==> src/pkg/nvm_cmd_pkg.sv <==
// Package for the nonvolatile-access and command-strobe block.
// Assumes a single core clock and an Avalon-MM slave with waitrequest.
package nvm_cmd_pkg;

  // Register byte offsets (word index = printed offset, byte addr = 4x)
  localparam logic [7:0] ADDR_IDX = 8'h0b;
  localparam logic [7:0] RDATA_IDX = 8'h0c;
  localparam logic [7:0] STATCTRL_IDX = 8'h0e;
  localparam logic [7:0] CMD_IDX = 8'h10;
  localparam logic [9:0] ADDR_OFS = 10'h02c;
  localparam logic [9:0] RDATA_OFS = 10'h030;
  localparam logic [9:0] STATCTRL_OFS = 10'h038;
  localparam logic [9:0] CMD_OFS = 10'h040;

  // Field positions
  localparam int FETCH_BIT = 2;
  localparam int BUSY_BIT = 3;
  localparam int CMD_ADC_START = 7;
  localparam int CMD_ADC_PRELOAD = 6;
  localparam int CMD_CC_CLEAR = 5;
  localparam int CMD_CAL_LAUNCH = 4;
  localparam int CMD_RELOAD = 2;
  localparam int CMD_FULL_RESET = 0;

  localparam logic [6:0] ADDR_RESET = 7'h00;
  localparam logic [7:0] RDATA_RESET = 8'h00;
  localparam logic [7:0] CMD_MASK = 8'hf5;
  localparam logic [6:0] ADDR_MASK = 7'h7f;
  localparam logic [31:0] UNMAPPED_VALUE = 32'h0000_0000;

  // Timing
  localparam int CLK_HZ = 20_000_000;
  localparam int RELOAD_US = 400;
  localparam int RELOAD_CYCLES = (RELOAD_US * (CLK_HZ / 1_000_000));
  localparam int FETCH_CYCLES = 4;
  // Array byte is taken one cycle after the read strobe, not with it
  localparam int FETCH_SAMPLE = 1;
  localparam int CNT_W = 14;

  // One-hot sequencer states
  typedef enum logic [4:0] {
    ST_IDLE = 5'b00001,
    ST_FETCH = 5'b00010,
    ST_CLEAR = 5'b00100,
    ST_RELOAD = 5'b01000,
    ST_DONE = 5'b10000
  } seq_state_t;

  // Avalon-MM request from the master
  typedef struct packed {
    logic [9:0] address;
    logic read;
    logic write;
    logic [31:0] writedata;
    logic [3:0] byteenable;
  } avmm_req_t;

  // Avalon-MM answer to the master
  typedef struct packed {
    logic [31:0] readdata;
    logic waitrequest;
    logic readdatavalid;
  } avmm_rsp_t;

  // Command strobes toward the analog and counter blocks
  typedef struct packed {
    logic adc_start;
    logic adc_preload;
    logic charge_counter_clear;
    logic charge_cal_launch;
    logic defaults_reload;
    logic full_reset;
  } cmd_strobe_t;

  // Nonvolatile array access port
  typedef struct packed {
    logic rd;
    logic [6:0] addr;
  } nvm_req_t;

  // Complete block state
  typedef struct packed {
    seq_state_t state;
    logic [CNT_W-1:0] cnt;
    logic [6:0] addr;
    logic [7:0] rdata;
    logic busy;
    logic reload_kind;
    logic regs_clear;
    logic regs_load;
    cmd_strobe_t strobe;
    nvm_req_t nvm;
    avmm_rsp_t rsp;
    logic ack_done;
  } blk_state_t;

endpackage

==> src/hdl/nvm_cmd_regs.sv <==
// Register front end for nonvolatile reads and command strobes.
// Assumes an Avalon-MM master on i_core_clk and a nonvolatile array
// that returns the addressed byte the cycle after its read strobe.
// Function
// - Seven-bit read-write address, resets zero
// - Read-only byte from last fetch
// - Fetch bit launches machine; busy while active
// - Bit 7 starts one supply conversion
// - Bit 6 preloads next conversion unfiltered
// - Bit 5 zeroes all charge counters
// - Bit 4 starts charge-counter calibration
// - Bit 2 reloads defaults from array
// - Reload keeps enabled converters enabled
// - Bit 0 clears registers, then reloads
// - Modes read zero between clear, reload
module nvm_cmd_regs (
  input wire logic i_core_clk,
  input wire logic i_rst,
  input wire nvm_cmd_pkg::avmm_req_t i_avmm,
  output nvm_cmd_pkg::avmm_rsp_t o_avmm,
  input wire logic [7:0] i_nvm_data,
  input wire logic i_reload_done,
  output nvm_cmd_pkg::nvm_req_t o_nvm,
  output nvm_cmd_pkg::cmd_strobe_t o_strobe,
  output logic o_regs_clear,
  output logic o_regs_load
);
  import nvm_cmd_pkg::*;

  blk_state_t s_r;
  blk_state_t s_nxt;
  logic sel_write;
  logic sel_read;
  logic [7:0] cmd_bits;

  // Word decode on the byte address, shared by read and write
  function automatic logic hit(input logic [9:0] a, input logic [9:0] ofs);
    return a == ofs;
  endfunction

  // Low byte lane only; wider lanes carry nothing
  assign cmd_bits = i_avmm.byteenable[0] ? i_avmm.writedata[7:0] : 8'h00;
  // Accept each request exactly once: the previous cycle answered it
  assign sel_write = i_avmm.write && !s_r.ack_done;
  assign sel_read = i_avmm.read && !s_r.ack_done;

  // Next-state logic for registers, strobes and sequencer
  always_comb begin
    s_nxt = s_r;
    s_nxt.strobe = '0;
    s_nxt.nvm.rd = 1'b0;
    s_nxt.regs_clear = 1'b0;
    s_nxt.regs_load = 1'b0;
    s_nxt.ack_done = 1'b0;
    s_nxt.rsp.waitrequest = 1'b1;
    s_nxt.rsp.readdatavalid = 1'b0;

    // Bus answer: one wait cycle, then waitrequest low for a single edge
    if (sel_write || sel_read) begin
      s_nxt.ack_done = 1'b1;
      s_nxt.rsp.waitrequest = 1'b0;
      s_nxt.rsp.readdatavalid = sel_read;
      s_nxt.rsp.readdata = UNMAPPED_VALUE;
      if (sel_read) begin
        if (hit(i_avmm.address, ADDR_OFS)) begin
          s_nxt.rsp.readdata = {25'h0, s_r.addr};
        end else if (hit(i_avmm.address, RDATA_OFS)) begin
          s_nxt.rsp.readdata = {24'h0, s_r.rdata};
        end else if (hit(i_avmm.address, STATCTRL_OFS)) begin
          // Fetch bit reads back as busy, since it self-clears
          s_nxt.rsp.readdata = {28'h0, s_r.busy, s_r.busy, 2'b00};
        end
        // Command word falls through and reads zero
      end
    end

    // Register writes; reserved bits are dropped, not stored
    if (sel_write && hit(i_avmm.address, ADDR_OFS)
        && i_avmm.byteenable[0]) begin
      s_nxt.addr = i_avmm.writedata[6:0] & ADDR_MASK;
    end

    // Command strobes, one cycle each
    if (sel_write && hit(i_avmm.address, CMD_OFS)) begin
      s_nxt.strobe.adc_start = cmd_bits[CMD_ADC_START];
      s_nxt.strobe.adc_preload = cmd_bits[CMD_ADC_PRELOAD];
      s_nxt.strobe.charge_counter_clear = cmd_bits[CMD_CC_CLEAR];
      s_nxt.strobe.charge_cal_launch = cmd_bits[CMD_CAL_LAUNCH];
    end

    // Sequencer: fetch, reload, full reset share one machine
    unique case (s_r.state)
      ST_IDLE: begin
        s_nxt.cnt = '0;
        if (sel_write && hit(i_avmm.address, CMD_OFS)
            && cmd_bits[CMD_FULL_RESET]) begin
          s_nxt.strobe.full_reset = 1'b1;
          s_nxt.regs_clear = 1'b1;
          s_nxt.busy = 1'b1;
          s_nxt.reload_kind = 1'b1;
          s_nxt.state = ST_CLEAR;
        end else if (sel_write && hit(i_avmm.address, CMD_OFS)
            && cmd_bits[CMD_RELOAD]) begin
          // No clear step: enabled converters are just repainted
          s_nxt.strobe.defaults_reload = 1'b1;
          s_nxt.busy = 1'b1;
          s_nxt.reload_kind = 1'b0;
          s_nxt.state = ST_RELOAD;
        end else if (sel_write && hit(i_avmm.address, STATCTRL_OFS)
            && cmd_bits[FETCH_BIT]) begin
          s_nxt.nvm.rd = 1'b1;
          s_nxt.nvm.addr = s_r.addr;
          s_nxt.busy = 1'b1;
          s_nxt.state = ST_FETCH;
        end
      end
      ST_FETCH: begin
        s_nxt.cnt = s_r.cnt + 1'b1;
        if (s_r.cnt == CNT_W'(FETCH_SAMPLE)) begin
          s_nxt.rdata = i_nvm_data;
        end
        if (s_r.cnt == CNT_W'(FETCH_CYCLES - 1)) begin
          s_nxt.state = ST_DONE;
        end
      end
      ST_CLEAR: begin
        // Mode fields stay zero while reload runs
        s_nxt.regs_clear = 1'b1;
        s_nxt.state = ST_RELOAD;
      end
      ST_RELOAD: begin
        s_nxt.regs_clear = s_r.reload_kind;
        s_nxt.cnt = s_r.cnt + 1'b1;
        if (i_reload_done || s_r.cnt == CNT_W'(RELOAD_CYCLES - 1)) begin
          s_nxt.regs_load = 1'b1;
          s_nxt.regs_clear = 1'b0;
          s_nxt.state = ST_DONE;
        end
      end
      ST_DONE: begin
        s_nxt.busy = 1'b0;
        s_nxt.cnt = '0;
        s_nxt.state = ST_IDLE;
      end
    endcase

    // A full reset also clears this block's own registers
    if (s_r.state == ST_CLEAR) begin
      s_nxt.addr = ADDR_RESET;
      s_nxt.rdata = RDATA_RESET;
    end
  end

  // State register
  always_ff @(posedge i_core_clk or posedge i_rst) begin
    if (i_rst) begin
      s_r <= '{state: ST_IDLE, rsp: '{readdata: 32'h0000_0000,
               waitrequest: 1'b1, readdatavalid: 1'b0}, default: '0};
    end else begin
      s_r <= s_nxt;
    end
  end

  // Outputs straight from the state flops
  assign o_avmm = s_r.rsp;
  assign o_nvm = s_r.nvm;
  assign o_strobe = s_r.strobe;
  assign o_regs_clear = s_r.regs_clear;
  assign o_regs_load = s_r.regs_load;

  // Property helpers: plain wires, nothing here is registered
  logic accept;
  logic cmd_write;
  logic cmd_read;
  logic stat_read;
  logic data_read;
  logic addr_read;
  logic fetch_write;
  logic addr_write;
  logic any_strobe;
  logic rdata_capture;
  assign accept = sel_write || sel_read;
  assign cmd_write = sel_write && hit(i_avmm.address, CMD_OFS);
  assign cmd_read = sel_read && hit(i_avmm.address, CMD_OFS);
  assign stat_read = sel_read && hit(i_avmm.address, STATCTRL_OFS);
  assign data_read = sel_read && hit(i_avmm.address, RDATA_OFS);
  assign addr_read = sel_read && hit(i_avmm.address, ADDR_OFS);
  assign fetch_write = sel_write && hit(i_avmm.address, STATCTRL_OFS)
      && cmd_bits[FETCH_BIT];
  assign addr_write = sel_write && hit(i_avmm.address, ADDR_OFS)
      && i_avmm.byteenable[0];
  assign any_strobe = (o_strobe != '0);
  assign rdata_capture = (s_r.state == ST_FETCH)
      && (s_r.cnt == CNT_W'(FETCH_SAMPLE));
endmodule

==> config.mk <==
export PLATFORM = sky130hd
export DESIGN_NAME = nvm_cmd_regs
export DESIGN_NICKNAME = d
export VERILOG_FILES = /design/src/pkg/nvm_cmd_pkg.sv /design/src/hdl/nvm_cmd_regs.sv
export SDC_FILE = /design/constraint.sdc
export NUM_CORES = 1
export LEC_CHECK = 0
export BUFFER_PORTS_ARGS = -buffer_cell sky130_fd_sc_hd__buf_2
export CORE_MARGIN = 2
export CORE_UTILIZATION = 45
export CTS_BUF_LIST = sky130_fd_sc_hd__clkbuf_4
export DETAILED_ROUTE_END_ITERATION = 8
export GPL_TIMING_DRIVEN = 1
export PLACE_DENSITY = 0.73
export SKIP_LAST_GASP = 1
export SYNTH_ARGS = -nofsm -noshare
export SYNTH_HDL_FRONTEND = slang
export SYNTH_SLANG_ARGS = --single-unit
==> constraint.sdc <==
create_clock -name i_core_clk -period 2.6 [get_ports i_core_clk]
set_clock_uncertainty 0.05 [all_clocks]
set_input_delay 0.13 -clock i_core_clk [delete_from_list [all_inputs] [get_ports i_core_clk]]
set_output_delay 0.13 -clock i_core_clk [all_outputs]
set_load 0.02 [all_outputs]
; After elaboration in Yosys (flattened, before gate mapping)
; Index checks and enable logic that the tools add are counted.
[word_totals]
register_bits = 63
word_cells = 96
[op_classes]
bitwise_logic = 2
reduce_logical = 25
n_mux = 33
eq_ne = 15
add_sub_neg = 1
[ops]
columns = cell, count
row1 = two-way mux 8 bit, 9
row2 = "== test 10 x 6 -> 1 bit, second input constant", 3
row3 = one-hot mux 14 bit (2 select lines), 1
row4 = two-way mux 5 bit, 5
row5 = one-hot mux 5 bit (5 select lines), 1
row6 = two-way mux 15 bit, 1
row7 = "adder 14 x 1 -> 14 bit, second input constant", 1
row8 = "== test 14 x 1 -> 1 bit, second input constant", 1
row9 = "== test 14 x 13 -> 1 bit, second input constant", 1
row10 = "== test 14 x 2 -> 1 bit, second input constant", 1
row11 = nonzero test 2 bit, 6
row12 = "== test 10 x 7 -> 1 bit, second input constant", 1
row13 = two-way mux 10 bit, 1
row14 = logical AND 1 bit, 9
row15 = two-way mux 4 bit, 2
row16 = two-way mux 1 bit, 7
row17 = two-way mux 7 bit, 1
row18 = AND reduction 2 bit, 3
row19 = "== test 5 x 1 -> 1 bit, second input constant", 1
row20 = "== test 5 x 2 -> 1 bit, second input constant", 1
row21 = "== test 5 x 3 -> 1 bit, second input constant", 1
row22 = "== test 5 x 4 -> 1 bit, second input constant", 1
row23 = "== test 5 bit, second input constant", 1
row24 = two-way mux 2 bit, 2
row25 = 11 further kinds, 15

; Longest topological paths before layout
; Gate-level depths: netlist of the first run.
[logic_depth]
ltp_word = 8
ltp_mapped = 6
ltp_nobuf = 5

; Least setup slack after synthesis of the first run
; OpenSTA, ideal clock, no wires.
[synth_path]
kind = reg-to-reg
start = register s_r[84] (netlist name)
end = register s_r[80] (netlist name)
arrival_ns = 1.634
path_buffers = 1
period_less_slack_ns = 1.761
path_stages_with_launch = 6
setup_slack_ns = 0.839
required_time_ns = 2.473
path_cell_list = dfrtp_1 > buf_4 > nor3_4 > nand4_2 > or4_1 > a21oi_1
[synth_via]
elab_chain_cells = 3
elab_cells_between_ends = 8
classes_between = eq/ne: 4 / mux: 1 / reduce/logical: 3
[synth_rtl]
columns = element, line_no
row1 = from (decl), nvm_cmd_regs.sv:30  ; blk_state_t s_r;
row2 = from (signal assigned), nvm_cmd_regs.sv:157  ; s_r <= '{state: ST_IDLE, rsp: '{readdata: 32'h0000_0000,
row3 = from (signal assigned), nvm_cmd_regs.sv:160  ; s_r <= s_nxt;
row4 = == test 5 bit (tied with other cells), nvm_cmd_regs.sv:92  ; unique case (s_r.state)
row5 = OR reduction 2 bit (no source line), --
row6 = one-hot mux 14 bit (2 select lines) or nonzero test 2 bit (tied branches), --
; Several ways; a longest one is shown, not always the timed one.
; A chain may end at the register's enable or synchronous reset.

; Worst setup path in the final report of the first run
[layout_path]
start = register s_r[83] (netlist name)
end = register s_r[80] (netlist name)
; The elaborated chain is that of the path after synthesis.

==> results by group, run 1 <==
Status
  • Status: completed

Detailed routing
  • Drt initial violations: 88
  • Vias per std cell: 5.01
  • DR vias: 2420
  • WL final: 6720 um
  • WL/cell: 13.9 um
  • DR pass1 iterations: 4
  • # DRC: 0
  • Antenna viol nets, final: 0

Placement
  • IO buf count: 57
  • Hpwl dp: 4760 um
  • Setup WS pre-CTS: 0.524 ns
  • RD Place Congestion: 0.858

Yosys
  • Cells after Synth: 318
  • FF+latch count, synth: 63
  • Area leader, netlist: dfrtp_1
  • Avg Cell Area, Syn: 10.4 um^2
  • Sequential fraction of the synthesis area: 0.478
  • Count of cell types in the netlist: 55
  • Ys flop type: dfrtp_1
  • Synth warn: 0
  • Largest cells by area after synthesis: dfrtp_1 (46%), buf_4 (11%), mux2i_1 (4.5%), mux2_2 (3.1%), nor2_1 (2.8%)
  • Synth top area share: 0.462
  • Post-Syn Area: 0.00330 mm^2
  • Fraction of registers with async set or reset after synthesis: 1.00
  • Number of synthesized flops with an enable pin: 0

Setup path
  • Endpoint class of the critical path: register
  • Largest stage delay, worst path: 0.56 ns
  • Worst Setup Path Type: reg -> reg
  • CP Cell Sequence: xor2_2 -> nand4_2 -> or4_1 -> a21oi_1
  • Startpoint Class: register
  • Reg2Reg Launch Point: s_r[83]
  • Cells on worst reg2reg path: 4
  • Worst Setup SP: s_r[83]
  • R2R setup slack: 0.59 ns
  • Crit-path slowest cell: or4_1
  • Critical path arrival: 2.29 ns
  • Worst-path fanout max: 9
  • Reg2reg end: s_r[80]
  • Critical Path RT: 2.89 ns
  • Worst Setup EP: s_r[80]

STA
  • Final slew viol count: 0
  • Post-layout min period: 2.01 ns
  • Final hold vios: 0
  • Tcrit/Tclk final: 0.772
  • Slew @ Worst Pin: 0.727 ns
  • Peak Freq: 498 MHz
  • # setup viols final: 0
  • Slew HR: 0.509
  • Final TNS setup: 0 ns
  • Final worst slack: 0.593 ns
  • RSZ-0062 raised after global routing: no

Cells and area
  • Antenna diodes: 0
  • Area growth syn-to-layout: 14.8%
  • Commonest non-fill, non-tap cell in the layout: dfrtp_1
  • Area of the multi-input gates: 0.00137 mm^2
  • Core Util, Final: 0.529
  • Fin nets: 440
  • Ratio of cells with drive above 1 in the final layout: 0.253
  • FF/Latch Area: 0.00158 mm^2
  • Most frequent cells in the layout: dfrtp_1 (61), buf_2 (57), nor2_1 (25)
  • Fill cell count: 651

Worst hold path
  • Class of the worst hold path: in -> reg

Pwr
  • Combinational power share: 0.264
  • VDD IR-drop max: 0.281 mV
  • Switching pwr: 893 uW
  • Leak: 1.99 nW
  • Fraction of power consumed by sequential logic: 0.480
  • Net Sw Frac: 0.343
  • Cell Pwr Density: 687 mW/mm^2
  • Clock Power Share: 0.256
  • Cell Int Power: 1.71 mW
  • Total chip power: 2.60 mW

Flow run
  • Max-cap violations: 0

Clocking
  • Htree depth: 3
  • Clk root buf: clkbuf_4
  • Clock latency on the worst-skew pair: 0.41 ns
  • CTS tree: done
  • Worst-path clk slew: 0.12 ns
  • CTS-repair resized insts: 0
  • # clock sinks: 63
  • Num CTS Buffers: 9
  • Clk buf depth: 2

Global routing
  • Largest net degree at the start of global routing: 29
  • Global-route wire length before repair: 10700 um
  • Number of global-route vias before repair: 2218
  • Total track usage: 0.177
  • Initial antenna violation count: 0
  • GRT overflow: 0

Floorplanning
  • Initial Util: 0.461
  • Die width: 89.7 um
  • Die H: 89.7 um
  • Num ports: 109
  • Die footprint: 0.00804 mm^2
  • CORE AREA: 0.00718 mm^2
  • Core Rows: 31
critical path: cells and delay by family (launching register included):
family           cells  cell delay [ns]
AO/OA/AOI/OAI        1             0.15
XOR/XNOR             1             0.40
flip-flops           1             0.50
AND/OR/NAND/NOR      2             0.83
power by group through the flow:
stage	Sequential (mW)	Clock (mW)	Combinational (mW)
final	1.25	0.668	0.687
after global placement	1.26	0	0.641
after global routing	1.27	0.730	0.784
after detailed placement	1.27	0	0.662
after CTS	1.25	0.685	0.690
after floorplan	1.22	0	0.564
sequential cells by signal (all words and copies together) (netlist names):
name / flops
o_nvm: 8
o_avmm: 10
s_r: 37
o_strobe: 6
o_regs_clear: 1
o_regs_load: 1
metal layers:
layer  global-route usage  wire length (um)  vias to the layer above
met5                    0                 0                        -
met4               0.0678                97                        0
met3               0.0494               343                        9
met2                0.282              3240                       66
met1                0.229              3040                     1164
li1                     -                 -                     1181
kinds of logic (layout without fill, tap and decap cells):
| logic type | Yosys count | after routing | share of synthesized area |
|---|---|---|---|
| AO/OA/AOI/OAI | 33 | 33 | 0.0731 |
| XOR/XNOR | 9 | 9 | 0.0261 |
| adder cells (fa/ha/maj) | 2 | 2 | 0.00757 |
| buffers and inverters | 69 | 112 | 0.135 |
| flip-flops | 63 | 63 | 0.478 |
| multiplexers | 24 | 24 | 0.0761 |
| other | 1 | 24 | 0.00113 |
| AND/OR/NAND/NOR | 117 | 117 | 0.203 |
area by class of cell:
class                      count  area share
clock buffer                   9      0.0178
clock inverter                 7      0.0195
inverter                      13      0.0129
multi-input combinational    209       0.360
sequential                    63       0.416
tap                           99      0.0327
timing repair buffer          83       0.141
synth_stat cells (4+ instances only):
cell type,number
o31ai_1,4
nand3_1,8
or4_1,4
nor2_1,25
mux2_2,9
o21ai_0,5
xor2_1,6
nand2_1,18
buf_4,49
nor3_1,7
dfrtp_1,61
and4_1,4
mux2i_1,15
a221o_1,5
clkbuf_1,4
nand4_1,8
a21oi_1,7
and3_1,8
and2_1,11
inv_1,13
worst min-delay path by stage:
stage / start / end / cells after the start
4_1_cts: i_avmm[46] / o_nvm[7] / 4
3_5_place_dp: i_rst / o_strobe[0] / 2
5_1_grt: i_avmm[46] / o_nvm[7] / 4
2_1_floorplan: i_avmm[8] / o_strobe[2] / 1
3_3_place_gp: i_rst / o_strobe[0] / 2
6_report: i_avmm[46] / o_nvm[7] / 4
what timing repair did:
| action | 4_1_cts | 5_1_grt |
|---|---|---|
| setup buffers | 0 | 0 |
| endpoints found under the hold margin | 59 | 0 |
| hold buffers | 21 | 0 |
per-stage QoR:
stage | hold WS, ns | cell area (um^2) | std cells
after floorplan | 0.209 | 3390 | 341
after global placement | 0.0450 | 3440 | 446
after detailed placement | 0.0566 | 3440 | 446
after CTS | 0.00242 | 3790 | 483
after global routing | 0.0119 | 3790 | 483
final | 0.0311 | 3790 | 483
No activity file was read; power rests on OpenSTA's default activity.
==> run 2: changes to the inputs <==
==> constraint.sdc (replaced) <==
create_clock -name i_core_clk -period 2.01 [get_ports i_core_clk]
set_clock_uncertainty 0.05 [all_clocks]
set_input_delay 0.1005 -clock i_core_clk [delete_from_list [all_inputs] [get_ports i_core_clk]]
set_output_delay 0.1005 -clock i_core_clk [all_outputs]
set_load 0.02 [all_outputs]
==> run 2 against run 1 <==
Compared with the run above: die area unchanged; sequential power rose by 29%; sequential share of layout area shrank 1.1 points; final area up 2.7%; critical path depth stayed put; critical path type unchanged; largest cell class unchanged; highest routed layer unchanged.
==> results by group, run 2 (same netlist as run 1, synthesis figures left out) <==
Floorplanning
  • Core Rows: 31 (unchanged)
  • CORE AREA: 0.00718 mm^2 (unchanged)
  • Die H: 89.7 um (unchanged)
  • Die width: 89.7 um (unchanged)
  • Initial Util: 0.461 (unchanged)
  • Die footprint: 0.00804 mm^2 (unchanged)
  • Num ports: 109 (unchanged)

Global routing
  • Number of global-route vias before repair: 2185 (was 2218)
  • Largest net degree at the start of global routing: 64 (was 29)
  • Global-route wire length before repair: 10200 um (was 10700 um)
  • Initial antenna violation count: 0 (unchanged)
  • Total track usage: 0.167 (was 0.177)
  • GRT overflow: 0 (unchanged)

Clocking
  • Clk root buf: clkbuf_4 (unchanged)
  • Clk buf depth: 2 (unchanged)
  • Worst-path clk slew: 0.11 ns (was 0.12 ns)
  • CTS tree: done (unchanged)
  • Num CTS Buffers: 9 (unchanged)
  • # clock sinks: 63 (unchanged)
  • Htree depth: 3 (unchanged)
  • Clock latency on the worst-skew pair: 0.42 ns (was 0.41 ns)

Cells and area
  • Largest register FFs: 37 (unchanged)
  • Most frequent cells in the layout: dfrtp_1 (61), buf_2 (57), nor2_1 (25) (unchanged)
  • Ratio of cells with drive above 1 in the final layout: 0.272 (was 0.253)
  • Core Util, Final: 0.543 (was 0.529)
  • Commonest non-fill, non-tap cell in the layout: dfrtp_1 (unchanged)
  • Fin nets: 450 (was 440)
  • Most flops, register: s_r (unchanged)
  • Area growth syn-to-layout: 17.9% (was 14.8%)
  • Antenna diodes: 0 (unchanged)
  • Fin area: 0.00390 mm^2 (was 0.00379 mm^2)

Worst hold path
  • Min-delay src: i_avmm[39] (was i_avmm[46])
  • Class of the worst hold path: in -> reg (unchanged)
  • Worst hold stages: 5 (was 4)
  • Hold Path End: o_nvm[7] (unchanged)

Setup path
  • Critical path arrival: 2.18 ns (was 2.29 ns)
  • Crit-path slowest cell: or4_1 (unchanged)
  • R2R setup slack: 0.12 ns (was 0.59 ns)
  • CP Cell Sequence: or3_1 -> a2bb2oi_1 -> or4_1 -> a21oi_1 (was xor2_2 -> nand4_2 -> or4_1 -> a21oi_1)
  • Bufs and invs on worst path: 0 (unchanged)
  • Top delay family on crit path: simple AND/OR/NAND/NOR gates (unchanged)
  • Reg2reg end: s_r[79] (was s_r[80])
  • Cells on worst reg2reg path: 4 (unchanged)
  • Startpoint Class: register (unchanged)
  • Endpoint class of the critical path: register (unchanged)
  • Largest stage delay, worst path: 0.53 ns (was 0.56 ns)
  • Worst Setup SP: s_r[85] (was s_r[83])
  • Worst-path fanout max: 6 (was 9)
  • Critical Path RT: 2.31 ns (was 2.89 ns)
  • Worst Setup Path Type: reg -> reg (unchanged)
  • Reg2Reg Launch Point: s_r[85] (was s_r[83])

STA
  • # setup viols final: 0 (unchanged)
  • Final slew viol count: 0 (unchanged)
  • Tcrit/Tclk final: 0.938 (was 0.772)
  • Post-layout min period: 1.89 ns (was 2.01 ns)
  • Peak Freq: 530 MHz (was 498 MHz)
  • Final hold vios: 0 (unchanged)
  • Slew @ Worst Pin: 0.599 ns (was 0.727 ns)
  • RSZ-0062 raised after global routing: no (unchanged)
  • Final TNS setup: 0 ns (unchanged)
  • Slew HR: 0.600 (was 0.509)

Pwr
  • Cell Pwr Density: 875 mW/mm^2 (was 687 mW/mm^2)
  • Leak: 2.04 nW (was 1.99 nW)
  • VDD IR-drop max: 0.365 mV (was 0.281 mV)

Detailed routing
  • WL/cell: 13.1 um (was 13.9 um)
  • Drt initial violations: 119 (was 88)
  • Vias per std cell: 4.90 (was 5.01)
  • # DRC: 0 (unchanged)
  • DR vias: 2415 (was 2420)
  • DR pass1 iterations: 4 (unchanged)
  • Antenna viol nets, final: 0 (unchanged)
  • WL final: 6460 um (was 6720 um)

Status
  • Status: completed (unchanged)

Placement
  • RD Place Congestion: 0.827 (was 0.858)
  • Placed Area: 0.00353 mm^2 (was 0.00344 mm^2)
  • IO buf count: 57 (unchanged)
  • Hpwl dp: 4460 um (was 4760 um)

Flow run
  • Max-cap violations: 0 (unchanged)
run 2: changes by cell type in the layout (fill, tap and decap cells not counted), sizes merged:
cell	change
clkinvlp	+1
dlygate4sd3	+1
buf	+9
clkinv	-2
inv	+1
run 2: timing repair:
item / in CTS / in global routing
endpoints found under the hold margin: 91 / 0
gates resized for setup: 0 / 1
hold buffers: 22 / 0
endpoints found under the setup margin: 0 / 2
setup buffers: 0 / 0
run 2: worst max path at each step:
stage / endpoint / depth (start not counted)
global placement: s_r[85] / 4
CTS: s_r[80] / 5
global route: s_r[78] / 5
finish: s_r[79] / 4
floorplan: s_r[80] / 5
detailed placement: s_r[80] / 5
run 2: final cells by class:
type                            instances  area, um^2
Fill cell                             615        3280
Sequential cell                        63        1580
Multi-Input combinational cell        209        1370
Timing Repair Buffer                   93         636
Tap cell                               99         124
Clock inverter                          7        72.6
Clock buffer                            9        67.6
Inverter                               13        48.8
run 2: power by group:
group | internal [mW] | switching [mW]
Sequential | 1.45 | 0.165
Clock | 0.380 | 0.484
Combinational | 0.431 | 0.502
Total | 2.26 | 1.15
run 2: routing by layer:
metal / track usage / vias to the layer above / share of wire
li1: - / 1190 / -
met1: 0.216 / 1135 / 0.45
met2: 0.263 / 79 / 0.46
met3: 0.0466 / 11 / 0.067
met4: 0.0746 / 0 / 0.020
met5: 0 / - / 0
run 2: tightest hold or removal path, stage by stage:
cell     delay (ns)
buf_2          0.07
nor3_1         0.04
buf_4          0.14
nand4_1        0.11
nor2_1         0.05
run 2: stage by stage:
stage,power [mW],std cells,worst slack [ns],hold WS [ns]
final,3.41,493,0.124,0.0945
after CTS,3.43,493,0.115,0.0785
after detailed placement,2.53,455,0.134,0.142
after global placement,2.50,455,0.159,0.137
after global routing,3.63,493,0.0195,0.123
after floorplan,2.31,341,0.249,0.179
